File: config.mk
export PLATFORM = sky130hd
export DESIGN_NAME = rsc_regs
export DESIGN_NICKNAME = d
export VERILOG_FILES = /design/src/pkg/rsc_pkg.sv /design/src/rsc_gain_total.sv /design/src/rsc_peak_hold.sv /design/src/rsc_regs.sv
export VERILOG_INCLUDE_DIRS = /design/src /design/src/pkg
export SDC_FILE = /design/constraint.sdc
export NUM_CORES = 1
export LEC_CHECK = 0
export BUFFER_PORTS_ARGS = -buffer_cell sky130_fd_sc_hd__buf_2
export CORE_MARGIN = 2
export CORE_UTILIZATION = 45
export CTS_CLUSTER_SIZE = 10
export DETAILED_ROUTE_END_ITERATION = 16
export GPL_TIMING_DRIVEN = 0
export PLACE_DENSITY = 0.81
export SLEW_MARGIN = 10
export SYNTH_ARGS = -nofsm -noshare
export SYNTH_HDL_FRONTEND = slang
export SYNTH_SLANG_ARGS = --single-unit
File: constraint.sdc
create_clock -name i_mclk -period 3.2 [get_ports i_mclk]
set_clock_uncertainty 0.2 [all_clocks]
set_input_delay 0.8 -clock i_mclk [delete_from_list [all_inputs] [get_ports i_mclk]]
set_output_delay 0.8 -clock i_mclk [all_outputs]
set_load 0.01 [all_outputs]
File: src/pkg/rsc_cfg.svh
// Register indices, field positions and reset values of the readout bank
`ifndef RSC_CFG_SVH
`define RSC_CFG_SVH

// ----------------------------------------------------------------
// Register indices (byte address is four times the index)
// ----------------------------------------------------------------
`define RSC_IDX_REG_READOUT 8'h2C
`define RSC_IDX_STRENGTH 8'h2D
`define RSC_IDX_GAIN_CUT 8'h2E
`define RSC_IDX_SENSOR_CTRL 8'h2F
`define RSC_IDX_SENSOR_READOUT 8'h30
`define RSC_IDX_REG_CTRL 8'h40
`define RSC_IDX_IRQ_STATUS 8'h41
`define RSC_IDX_IRQ_MASK 8'h42
`define RSC_IDX_COMMAND 8'h43
`define RSC_IDX_GAIN_CFG 8'h44

// ----------------------------------------------------------------
// Field positions
// ----------------------------------------------------------------
`define RSC_CODE_MSB 7
`define RSC_CODE_LSB 4
`define RSC_CLIM_BIT 0
`define RSC_TRIM_MSB 7
`define RSC_TRIM_LSB 3
`define RSC_GSEL_MSB 2
`define RSC_GSEL_LSB 0
`define RSC_CAL_END_BIT 2
`define RSC_CAL_ERR_BIT 1
`define RSC_REG_SRC_BIT 7
`define RSC_REG_EXT_MSB 6
`define RSC_REG_EXT_LSB 3
`define RSC_CMD_CLR_BIT 0
`define RSC_CMD_CAL_BIT 1
`define RSC_IRQ_ADJ_BIT 0
`define RSC_IRQ_CAL_END_BIT 1
`define RSC_IRQ_CAL_ERR_BIT 2
`define RSC_IRQ_CLIM_BIT 3

// ----------------------------------------------------------------
// Reset values
// ----------------------------------------------------------------
`define RSC_SENSOR_CTRL_RST 8'h00
`define RSC_REG_CTRL_RST 8'h00
`define RSC_GAIN_CFG_RST 8'h00
`define RSC_IRQ_MASK_RST 4'h0
`define RSC_ADJ_CODE_RST 4'h0

`endif

File: src/pkg/rsc_pkg.sv
// Types shared by the readout and sensor calibration bank
package rsc_pkg;

  // ----------------------------------------------------------------
  // Decoded sensor gain
  // ----------------------------------------------------------------
  typedef enum logic [2:0] {
    GAIN_2P8,
    GAIN_6P5,
    GAIN_1P1,
    GAIN_0P5,
    GAIN_0P35,
    GAIN_UNUSED
  } rsc_gain_t;

  // ----------------------------------------------------------------
  // Channel pair, AM in the upper nibble
  // ----------------------------------------------------------------
  typedef struct packed {
    logic [3:0] am;
    logic [3:0] pm;
  } rsc_pair_t;

  // ----------------------------------------------------------------
  // Calibration result from the sensor
  // ----------------------------------------------------------------
  typedef struct packed {
    logic [4:0] trim;
    logic done;
    logic error;
  } rsc_cal_t;

endpackage : rsc_pkg

File: src/rsc_gain_total.sv
// Total gain reduction of one receive channel
`timescale 1ns/100ps
module rsc_gain_total #(
  parameter int W = 4
) (
  input wire logic i_mclk,
  input wire logic i_srst,
  input wire logic [W-1:0] i_reg_cut,
  input wire logic [W-1:0] i_squelch_cut,
  input wire logic [W-1:0] i_agc_cut,
  output logic [W-1:0] o_total
);

  logic [W+1:0] sum;

  // ----------------------------------------------------------------
  // Saturating sum of the three contributions
  // ----------------------------------------------------------------
  always_comb begin
    sum = {2'b00, i_reg_cut} + {2'b00, i_squelch_cut}
        + {2'b00, i_agc_cut};
  end

  always_ff @(posedge i_mclk) begin
    if (i_srst) begin
      o_total <= '0;
    end else if (sum[W+1:W] != 2'b00) begin
      o_total <= '1;
    end else begin
      o_total <= sum[W-1:0];
    end
  end

endmodule : rsc_gain_total

File: src/rsc_peak_hold.sv
// Peak hold of one signal strength channel
`timescale 1ns/100ps
module rsc_peak_hold #(
  parameter int W = 4
) (
  input wire logic i_mclk,
  input wire logic i_srst,
  input wire logic i_clear,
  input wire logic i_valid,
  input wire logic [W-1:0] i_sample,
  output logic [W-1:0] o_peak
);

  // ----------------------------------------------------------------
  // Peak register
  // ----------------------------------------------------------------
  always_ff @(posedge i_mclk) begin
    if (i_srst || i_clear) begin
      o_peak <= '0;
    end else if (i_valid && (i_sample > o_peak)) begin
      o_peak <= i_sample;
    end
  end

endmodule : rsc_peak_hold

File: src/rsc_regs.sv
// Readout and capacitive sensor calibration register bank on APB
//
// Behaviour
// - Regulator readout upper nibble shows last regulator-adjust result code
// - Regulator readout bit 0 reads 1 while supply is current limited
// - Source select set: regulated code comes from software-written code bits
// - Strength upper nibble holds AM peak until reception start or clear
// - Strength lower nibble holds PM peak until reception start or clear
// - Each strength nibble is a monotonic 4-bit level code, zero lowest
// - Gain readout upper nibble: AM register plus squelch plus AGC cut
// - Gain readout lower nibble: PM register plus squelch plus AGC cut
// - Sensor control bits 7..3 are binary weighted manual trim value
// - Trim zero selects automatic calibration, nonzero selects manual
// - Gain codes 000,001,010,100,110 decode to gains; others unused
// - Sensor readout: result bits 7..3, end flag bit 2, error bit 1
`timescale 1ns/100ps
`include "rsc_cfg.svh"
module rsc_regs #(
  parameter int AW = 10,
  parameter int LW = 4
) (
  input wire logic i_mclk,
  input wire logic i_srst,
  input wire logic i_psel,
  input wire logic i_penable,
  input wire logic i_pwrite,
  input wire logic [AW-1:0] i_paddr,
  input wire logic [31:0] i_pwdata,
  input wire logic [3:0] i_pstrb,
  output logic [31:0] o_prdata,
  output logic o_pready,
  output logic o_pslverr,
  input wire logic i_adjust_done,
  input wire logic [3:0] i_adjust_code,
  input wire logic i_current_limit,
  output logic [3:0] o_reg_voltage_code,
  input wire logic i_rx_start,
  input wire logic i_sample_valid,
  input wire rsc_pkg::rsc_pair_t i_signal_sample,
  input wire rsc_pkg::rsc_pair_t i_squelch_cut,
  input wire rsc_pkg::rsc_pair_t i_agc_cut,
  output logic [4:0] o_sensor_manual_trim,
  output logic o_sensor_auto_cal,
  output rsc_pkg::rsc_gain_t o_sensor_gain,
  output logic o_cal_start,
  input wire logic i_cal_done,
  input wire rsc_pkg::rsc_cal_t i_cal_result,
  output logic o_irq
);

  // ----------------------------------------------------------------
  // Storage
  // ----------------------------------------------------------------
  logic [7:0] sensor_ctrl;
  logic [7:0] reg_ctrl;
  logic [7:0] gain_cfg;
  logic [3:0] adj_code;
  logic [4:0] trim_result;
  logic cal_end;
  logic cal_err;
  logic [3:0] irq_status;
  logic [3:0] irq_mask;
  logic clim_prev;
  logic clear_strength;
  logic [7:0] peak_bits;
  logic [7:0] cut_bits;
  rsc_pkg::rsc_pair_t signal_peak;
  rsc_pkg::rsc_pair_t total_gain_cut;

  // ----------------------------------------------------------------
  // Bus decode
  // ----------------------------------------------------------------
  logic [7:0] idx;
  logic aligned;
  logic wr_en;
  logic [7:0] wbyte;
  logic mapped;
  logic [7:0] next_rdata;
  logic [3:0] next_irq_status;
  logic [3:0] irq_event;

  assign idx = i_paddr[9:2];
  assign aligned = (i_paddr[1:0] == 2'b00);
  assign wr_en = i_psel && i_penable && i_pwrite && i_pstrb[0] && mapped;
  assign wbyte = i_pwdata[7:0];
  assign o_pready = 1'b1;

  always_comb begin
    mapped = aligned;
    next_rdata = 8'h00;
    case (idx)
      `RSC_IDX_REG_READOUT: begin
        next_rdata = {adj_code, 3'b000, i_current_limit};
      end
      `RSC_IDX_STRENGTH: begin
        next_rdata = signal_peak;
      end
      `RSC_IDX_GAIN_CUT: begin
        next_rdata = total_gain_cut;
      end
      `RSC_IDX_SENSOR_CTRL: begin
        next_rdata = sensor_ctrl;
      end
      `RSC_IDX_SENSOR_READOUT: begin
        next_rdata = {trim_result, cal_end, cal_err, 1'b0};
      end
      `RSC_IDX_REG_CTRL: begin
        next_rdata = {reg_ctrl[7:3], 3'b000};
      end
      `RSC_IDX_IRQ_STATUS: begin
        next_rdata = {4'h0, irq_status};
      end
      `RSC_IDX_IRQ_MASK: begin
        next_rdata = {4'h0, irq_mask};
      end
      `RSC_IDX_COMMAND: begin
        next_rdata = 8'h00;
      end
      `RSC_IDX_GAIN_CFG: begin
        next_rdata = gain_cfg;
      end
      default: begin
        mapped = 1'b0;
      end
    endcase
    if (!aligned) begin
      next_rdata = 8'h00;
    end
  end

  // ----------------------------------------------------------------
  // Read data and error, captured in the setup cycle
  // ----------------------------------------------------------------
  always_ff @(posedge i_mclk) begin
    if (i_srst) begin
      o_prdata <= 32'h0000_0000;
      o_pslverr <= 1'b0;
    end else if (i_psel && !i_penable) begin
      o_prdata <= {24'h00_0000, next_rdata};
      o_pslverr <= !mapped;
    end
  end

  // ----------------------------------------------------------------
  // Software control registers
  // ----------------------------------------------------------------
  always_ff @(posedge i_mclk) begin
    if (i_srst) begin
      sensor_ctrl <= `RSC_SENSOR_CTRL_RST;
      reg_ctrl <= `RSC_REG_CTRL_RST;
      gain_cfg <= `RSC_GAIN_CFG_RST;
      irq_mask <= `RSC_IRQ_MASK_RST;
    end else if (wr_en) begin
      case (idx)
        `RSC_IDX_SENSOR_CTRL: begin
          sensor_ctrl <= wbyte;
        end
        `RSC_IDX_REG_CTRL: begin
          reg_ctrl <= {wbyte[7:3], 3'b000};
        end
        `RSC_IDX_GAIN_CFG: begin
          gain_cfg <= wbyte;
        end
        `RSC_IDX_IRQ_MASK: begin
          irq_mask <= wbyte[3:0];
        end
        default: begin
        end
      endcase
    end
  end

  // ----------------------------------------------------------------
  // Command pulses
  // ----------------------------------------------------------------
  always_ff @(posedge i_mclk) begin
    if (i_srst) begin
      clear_strength <= 1'b0;
      o_cal_start <= 1'b0;
    end else begin
      clear_strength <= wr_en && (idx == `RSC_IDX_COMMAND)
        && wbyte[`RSC_CMD_CLR_BIT];
      o_cal_start <= wr_en && (idx == `RSC_IDX_COMMAND)
        && wbyte[`RSC_CMD_CAL_BIT];
    end
  end

  // ----------------------------------------------------------------
  // Regulator
  // ----------------------------------------------------------------
  always_ff @(posedge i_mclk) begin
    if (i_srst) begin
      adj_code <= `RSC_ADJ_CODE_RST;
    end else if (i_adjust_done) begin
      adj_code <= i_adjust_code;
    end
  end

  always_ff @(posedge i_mclk) begin
    if (i_srst) begin
      o_reg_voltage_code <= `RSC_ADJ_CODE_RST;
    end else if (reg_ctrl[`RSC_REG_SRC_BIT]) begin
      o_reg_voltage_code <= reg_ctrl[`RSC_REG_EXT_MSB:`RSC_REG_EXT_LSB];
    end else begin
      o_reg_voltage_code <= adj_code;
    end
  end

  // ----------------------------------------------------------------
  // Per channel peak hold and gain total, index 1 is AM
  // ----------------------------------------------------------------
  genvar ch;
  generate
    for (ch = 0; ch < 2; ch++) begin : g_chan
      rsc_peak_hold #(
        .W(LW)
      ) u_peak (
        .i_mclk(i_mclk),
        .i_srst(i_srst),
        .i_clear(i_rx_start || clear_strength),
        .i_valid(i_sample_valid),
        .i_sample(i_signal_sample[4*ch +: 4]),
        .o_peak(peak_bits[4*ch +: 4])
      );
      rsc_gain_total #(
        .W(LW)
      ) u_gain (
        .i_mclk(i_mclk),
        .i_srst(i_srst),
        .i_reg_cut(gain_cfg[4*ch +: 4]),
        .i_squelch_cut(i_squelch_cut[4*ch +: 4]),
        .i_agc_cut(i_agc_cut[4*ch +: 4]),
        .o_total(cut_bits[4*ch +: 4])
      );
    end
  endgenerate

  assign signal_peak = peak_bits;
  assign total_gain_cut = cut_bits;

  // ----------------------------------------------------------------
  // Capacitive sensor control
  // ----------------------------------------------------------------
  // trim field out
  assign o_sensor_manual_trim = sensor_ctrl[`RSC_TRIM_MSB:`RSC_TRIM_LSB];
  assign o_sensor_auto_cal = (o_sensor_manual_trim == 5'h00);

  always_comb begin
    case (sensor_ctrl[`RSC_GSEL_MSB:`RSC_GSEL_LSB])
      3'h0: o_sensor_gain = rsc_pkg::GAIN_2P8;
      3'h1: o_sensor_gain = rsc_pkg::GAIN_6P5;
      3'h2: o_sensor_gain = rsc_pkg::GAIN_1P1;
      3'h4: o_sensor_gain = rsc_pkg::GAIN_0P5;
      3'h6: o_sensor_gain = rsc_pkg::GAIN_0P35;
      default: o_sensor_gain = rsc_pkg::GAIN_UNUSED;
    endcase
  end

  // ----------------------------------------------------------------
  // Capacitive sensor readout
  // ----------------------------------------------------------------
  always_ff @(posedge i_mclk) begin
    if (i_srst) begin
      trim_result <= 5'h00;
      cal_end <= 1'b0;
      cal_err <= 1'b0;
    end else if (i_cal_done) begin
      trim_result <= i_cal_result.trim;
      cal_end <= 1'b1;
      cal_err <= i_cal_result.error;
    end else if (o_cal_start) begin
      cal_end <= 1'b0;
      cal_err <= 1'b0;
    end
  end

  // ----------------------------------------------------------------
  // Interrupts
  // ----------------------------------------------------------------
  always_ff @(posedge i_mclk) begin
    if (i_srst) begin
      clim_prev <= 1'b0;
    end else begin
      clim_prev <= i_current_limit;
    end
  end

  always_comb begin
    irq_event = 4'h0;
    irq_event[`RSC_IRQ_ADJ_BIT] = i_adjust_done;
    irq_event[`RSC_IRQ_CAL_END_BIT] = i_cal_done;
    irq_event[`RSC_IRQ_CAL_ERR_BIT] = i_cal_done && i_cal_result.error;
    irq_event[`RSC_IRQ_CLIM_BIT] = i_current_limit && !clim_prev;
    next_irq_status = irq_status;
    if (wr_en && (idx == `RSC_IDX_IRQ_STATUS)) begin
      next_irq_status = irq_status & ~wbyte[3:0];
    end
    next_irq_status = next_irq_status | irq_event;
  end

  always_ff @(posedge i_mclk) begin
    if (i_srst) begin
      irq_status <= 4'h0;
    end else begin
      irq_status <= next_irq_status;
    end
  end

  assign o_irq = |(irq_status & irq_mask);

endmodule : rsc_regs

Word level (Yosys, flattened, before mapping)
Index checks and enable logic that the tools add are counted.

Order comparisons: 2. Reduce and logical (&&, ||, !) cells: 30. $add $sub $neg: 4. Bitwise logic cells: 4. Multiplexer cells: 11. Eq/ne operators: 14.

Operator list (number): case mux 8 bit (9 select lines) (1); == test 8 x 6 -> 1 bit (second input constant) (5); == test 8 x 7 -> 1 bit (second input constant) (5); 2-to-1 mux 4 bit (4); case mux 3 bit (5 select lines) (1); logical AND 1 bit (13); adder 6 x 4 -> 6 bit (2); adder 4 x 4 -> 5 bit (2); OR reduction 10 bit (1); bitwise AND 4 bit (2); > comparator 4 bit (2); 2-to-1 mux 8 bit (1); AND reduction 2 bit (4); == test 3 bit (second input constant) (2); nonzero test 2 bit (3); logical NOT 5 bit (1); 2-to-1 mux 1 bit (4); inverter 4 bit (1); OR 4 bit (1); OR reduction 4 bit (1); == test 3 x 1 -> 1 bit (second input constant) (1); == test 3 x 2 -> 1 bit (second input constant) (1); logical NOT 1 bit (3); logical NOT 3 bit (1); other kinds (2) (3).

Output and inout bits: 49. Register bits after elaboration: 72. Logic and storage cells: 84.

Depth between registers and ports, before layout
Depth after elaboration: 7. Gate-level depth with buffers: 10. Mapped depth without buffers: 10.

Cells and area by module
A second synthesis with hierarchy kept.

Cells, all modules: 467. Area total of the unflattened synthesis: 4266.6 µm².

Modules (own cells, without submodules): rsc_regs (area an instance 2897.8 µm², times used 1, sequential area each 1121.1 µm², cells an instance 309); rsc_peak_hold (area an instance 276.5 µm², times used 2, sequential area each 80.1 µm², cells an instance 31); rsc_gain_total (g_chan[1].u_gain) (area an instance 414.1 µm², times used 1, sequential area each 80.1 µm², cells an instance 47); rsc_gain_total (g_chan[0].u_gain) (area an instance 401.6 µm², times used 1, sequential area each 80.1 µm², cells an instance 49).

Worst setup path before layout
OpenSTA, ideal clock, no wires.

Path kind: input port to flip-flop. Start: input port i_squelch_cut[0] in the netlist's numbering. End: register g_chan[0].u_gain.o_total[0]. Required time: 2.862 ns. Stages: 9. Arrival time: 2.706 ns. Library setup time: 0.138 ns. Setup slack: 0.156 ns. Cells stage by stage: ha_1 > inv_1 > fa_1 > inv_1 > fa_1 > and2_1 > o21a_1 > o31ai_1 > a21oi_1.

Longest elaborated chain between the ends: 4.

RTL lines: start, declared (RTL line rsc_regs.sv:40) `input wire rsc_pkg::rsc_pair_t i_squelch_cut,`; adder 4 x 4 -> 5 bit (*) (RTL line rsc_gain_total.sv:20) `sum = {2'b00, i_reg_cut} + {2'b00, i_squelch_cut}`; adder 6 x 4 -> 6 bit (*) (RTL line rsc_gain_total.sv:21) `+ {2'b00, i_agc_cut};`; nonzero test 2 bit (RTL line rsc_gain_total.sv:27) `end else if (sum[W+1:W] != 2'b00) begin`; 2-to-1 mux 4 bit (*) (RTL line rsc_gain_total.sv:27); end signal, assigned (RTL line rsc_gain_total.sv:30) `o_total <= sum[W-1:0];`; end, declared (RTL line rsc_gain_total.sv:11) `output logic [W-1:0] o_total`.

Mark *: on every way between the ends. The rest lies on a longest branch, timed or not. A chain may end at the register's enable or synchronous reset.

Final worst setup path
Start: input port i_squelch_cut[4] in the netlist's numbering. End: register g_chan[1].u_gain.o_total[3].

Longest elaborated chain between the ends: 4.

RTL lines (RTL line): adder 4 x 4 -> 5 bit (*) (rsc_gain_total.sv:20); adder 6 x 4 -> 6 bit (*) (rsc_gain_total.sv:21); nonzero test 2 bit (rsc_gain_total.sv:27); 2-to-1 mux 4 bit (*) (rsc_gain_total.sv:27); end signal, assigned (rsc_gain_total.sv:30); end, declared (rsc_gain_total.sv:11).

Marks and branches as above.

==> results_dict.tcl <==
set metrics [dict create \
    ys_warn_count 0 \
    grt_max_degree 14 \
    p_leak_nw 2.34 \
    clk_path_buf_depth 2 \
    syn_to_final_growth_pct 20.1 \
    avgRoutedWirePerCell_um 15.3 \
    ys_async_sr_fraction_pct 0 \
    drtPass1Iterations 4 \
    synthCells 456 \
    max_freq_mhz 332 \
    htreeDepth 3 \
    fin_setup_tns_ns 0 \
    arrival_ns 3.02 \
    cts_tree "built" \
    io_pins 140 \
    antenna_found_initial 0 \
    die_height_um 99.3 \
    vias_per_cell 5.31 \
    vias 3645 \
    slew_violations 0 \
    synth_edf_count 0 \
    yosysSeqAreaShare_pct 35.3 \
    cp_data_required_time_ns 3.21 \
    grt-ovfl-total 0 \
    ys.flop_type "dfxtp_1" \
    grt_pass1_wl_um 16700 \
    worstPathMaxFanout 4 \
    max_cap_viol_count 0 \
    post_cts_buffers 0 \
    setup_violations 0 \
    io_buffers 84 \
    worst_pin_slew_ns 0.710 \
    cellPowerDensity_nw_per_um2 381 \
    diodes 0 \
    fp.dieArea_um2 9860 \
    max-slew-margin-rel_pct 52.3 \
    detail-route-antenna-nets 0 \
    r2r_start "gain_cfg[4]$_SDFFE_PP0P_" \
    rsz0062_at_grt "false" \
    hp-class "reg -> reg" \
    rows 34 \
    rrSetupSlack_ns 0.31 \
    hold_path_depth 2 \
    clock_sinks 72 \
    r2r_end "g_chan[1].u_gain.o_total[3]$_SDFF_PP0_" \
    hold_end "o_pslverr$_SDFFE_PP0P_" \
    cts_inserted_buffers 9 \
    cts_resized 0 \
    root_buffer "clkbuf_8" \
    cts_hold_buf 0 \
    core_area_um2 8760 \
    die_w_um 99.3 \
    ff2ff_path_depth 9 \
    grt_usage_pct 21.7 \
    holdCritStartpoint "o_pslverr$_SDFFE_PP0P_" \
    dp_hpwl_um 8410 \
    post-route-period-util_pct 94.2 \
    syn_avg_cell_area_um2 8.96 \
    hold_viol 0 \
    crit_path_end_kind "register" \
    netlist_area_um2 4090 \
    drive_above_1_share_pct 25.6 \
    grt_pass1_vias 3519 \
    drt_iter0_markers 152 \
    fin_util_pct 56.0 \
    routed_wirelength_um 10500 \
    gp_congestion 0.976 \
    start_util_pct 46.6 \
    synth_cell_type_count 49 \
    cp-start-kind "primary input" \
    synth.ff_latch_count 72 \
    status "finished clean" \
    clk_pin_slew_ns 0.08 \
    drcViolationCount 0 \
    final.min_clock_period_ns 3.01 \
    ir_drop_mv 0.218 \
    nNetsFinal 693 \
    clkLatencyLatePin_ns 0.35 \
    critical_path_class "in -> reg" \
]
## power breakdown
group          switching (mW)  leakage (nW)  total (mW)  internal (mW)
sequential             0.0179         0.588       0.943          0.925
combinational           0.148          1.67       0.271          0.124
clock                   0.353        0.0809       0.656          0.303
## worst max-delay path, stage by stage
cell,delay (ns)
buf_2,0.09
ha_1,0.16
inv_1,0.06
fa_1,0.49
inv_1,0.07
fa_1,0.40
and2_1,0.18
o21a_1,0.18
o31ai_1,0.46
a21oi_1,0.14
## cell type report
| type | count | area [um2] |
|---|---|---|
| timing repair buffer | 84 | 420 |
| clock inverter | 6 | 43.8 |
| clock buffer | 10 | 138 |
| sequential | 72 | 1440 |
| multi-input combinational | 333 | 2330 |
| inverter | 23 | 86.3 |
| fill | 802 | 3850 |
| tap | 108 | 135 |
| buffer | 51 | 312 |
## kinds of logic (layout without fill, tap and decap cells)
group                      count (synthesis)  after routing  share of synthesized area (%)
xor gates and xnor gates                   7              7                           1.50
muxes                                     45             45                           12.3
buffers and inverters                     74            174                           9.74
adders and majority gates                 29             29                           9.55
and+or+nand+nor                          139            139                           16.8
AOI/OAI and AO/OA                         88             88                           14.6
DFF                                       72             72                           35.3
other                                      2             25                          0.184
## Yosys cell counts (3+ instances only)
cell type / instances / area, um2
a22oi_1: 4 / 30.0
mux4_2: 4 / 90.1
nor3_1: 3 / 15.0
a222oi_1: 6 / 60.1
nand2_1: 34 / 128
nand2b_1: 3 / 18.8
fa_1: 4 / 80.1
buf_2: 6 / 30.0
nand3b_1: 4 / 30.0
mux2i_1: 39 / 390
a32oi_1: 4 / 35.0
ha_1: 24 / 300
a21oi_1: 33 / 165
inv_1: 23 / 86.3
nand4_1: 6 / 37.5
nor2b_1: 7 / 43.8
and2_1: 7 / 43.8
buf_4: 30 / 225
xnor2_1: 7 / 61.3
nand3_1: 11 / 55.1
o21ai_0: 8 / 40.0
clkbuf_1: 15 / 56.3
a22o_1: 6 / 52.6
a211oi_1: 6 / 45.0
a21o_1: 5 / 37.5
nor2_1: 51 / 191
o21a_1: 6 / 45.0
dfxtp_1: 72 / 1440
## flip-flops by register name, indices dropped and copies added (netlist names), 4 cells and up
| register | cells |
|---|---|
| g_chan.u_gain.o_total | 8 |
| gain_cfg | 8 |
| irq_status | 4 |
| reg_ctrl | 5 |
| sensor_ctrl | 8 |
| adj_code | 4 |
| irq_mask | 4 |
| o_reg_voltage_code | 4 |
| o_prdata | 8 |
| trim_result | 5 |
| g_chan.u_peak.o_peak | 8 |
## how the worst max path moves through the flow
stage	from	to	slack (ns)	cells past startpoint
2_1_floorplan	i_squelch_cut[0]	g_chan[0].u_gain.o_total[0]$_SDFF_PP0_	0.16	9
3_3_place_gp	i_squelch_cut[4]	g_chan[1].u_gain.o_total[3]$_SDFF_PP0_	-0.10	10
3_5_place_dp	i_squelch_cut[4]	g_chan[1].u_gain.o_total[3]$_SDFF_PP0_	-0.16	10
4_1_cts	i_squelch_cut[4]	g_chan[1].u_gain.o_total[3]$_SDFF_PP0_	0.20	10
5_1_grt	i_squelch_cut[0]	g_chan[0].u_gain.o_total[3]$_SDFF_PP0_	0.05	10
6_report	i_squelch_cut[4]	g_chan[1].u_gain.o_total[3]$_SDFF_PP0_	0.19	10
## metrics by stage
stage | power, mW | setup slack, ns | area, um2 | std cells | hold slack, ns
global placement | 1.22 | -0.103 | 4730 | 671 | 0.248
floorplan | 1.13 | 0.156 | 4170 | 479 | 0.245
finish | 1.87 | 0.187 | 4910 | 687 | 0.264
CTS | 1.88 | 0.200 | 4910 | 687 | 0.266
global route | 1.95 | 0.0511 | 4910 | 687 | 0.279
detailed placement | 1.23 | -0.164 | 4730 | 671 | 0.254
## placed cells by master (no fill, tap or decap), drive strengths merged, types with 7 or more instances in the layout
master	instances
dfxtp	72
nand2	34
buf	120
and2	7
a21oi	33
nor2b	7
ha	24
nand4	7
conb	25
nor2	52
nand3	12
xnor2	7
clkbuf	25
o21ai	9
inv	24
mux2i	39
## layer usage
metal | up-vias | part of all wire [%] | track usage (%)
met5 | - | 0 | 0
met4 | 0 | 1.9 | 7.80
met3 | 15 | 6.9 | 4.57
met2 | 120 | 49 | 38.1
met1 | 1709 | 42 | 26.1
li1 | 1801 | - | -
No activity file was read; power rests on OpenSTA's default activity.
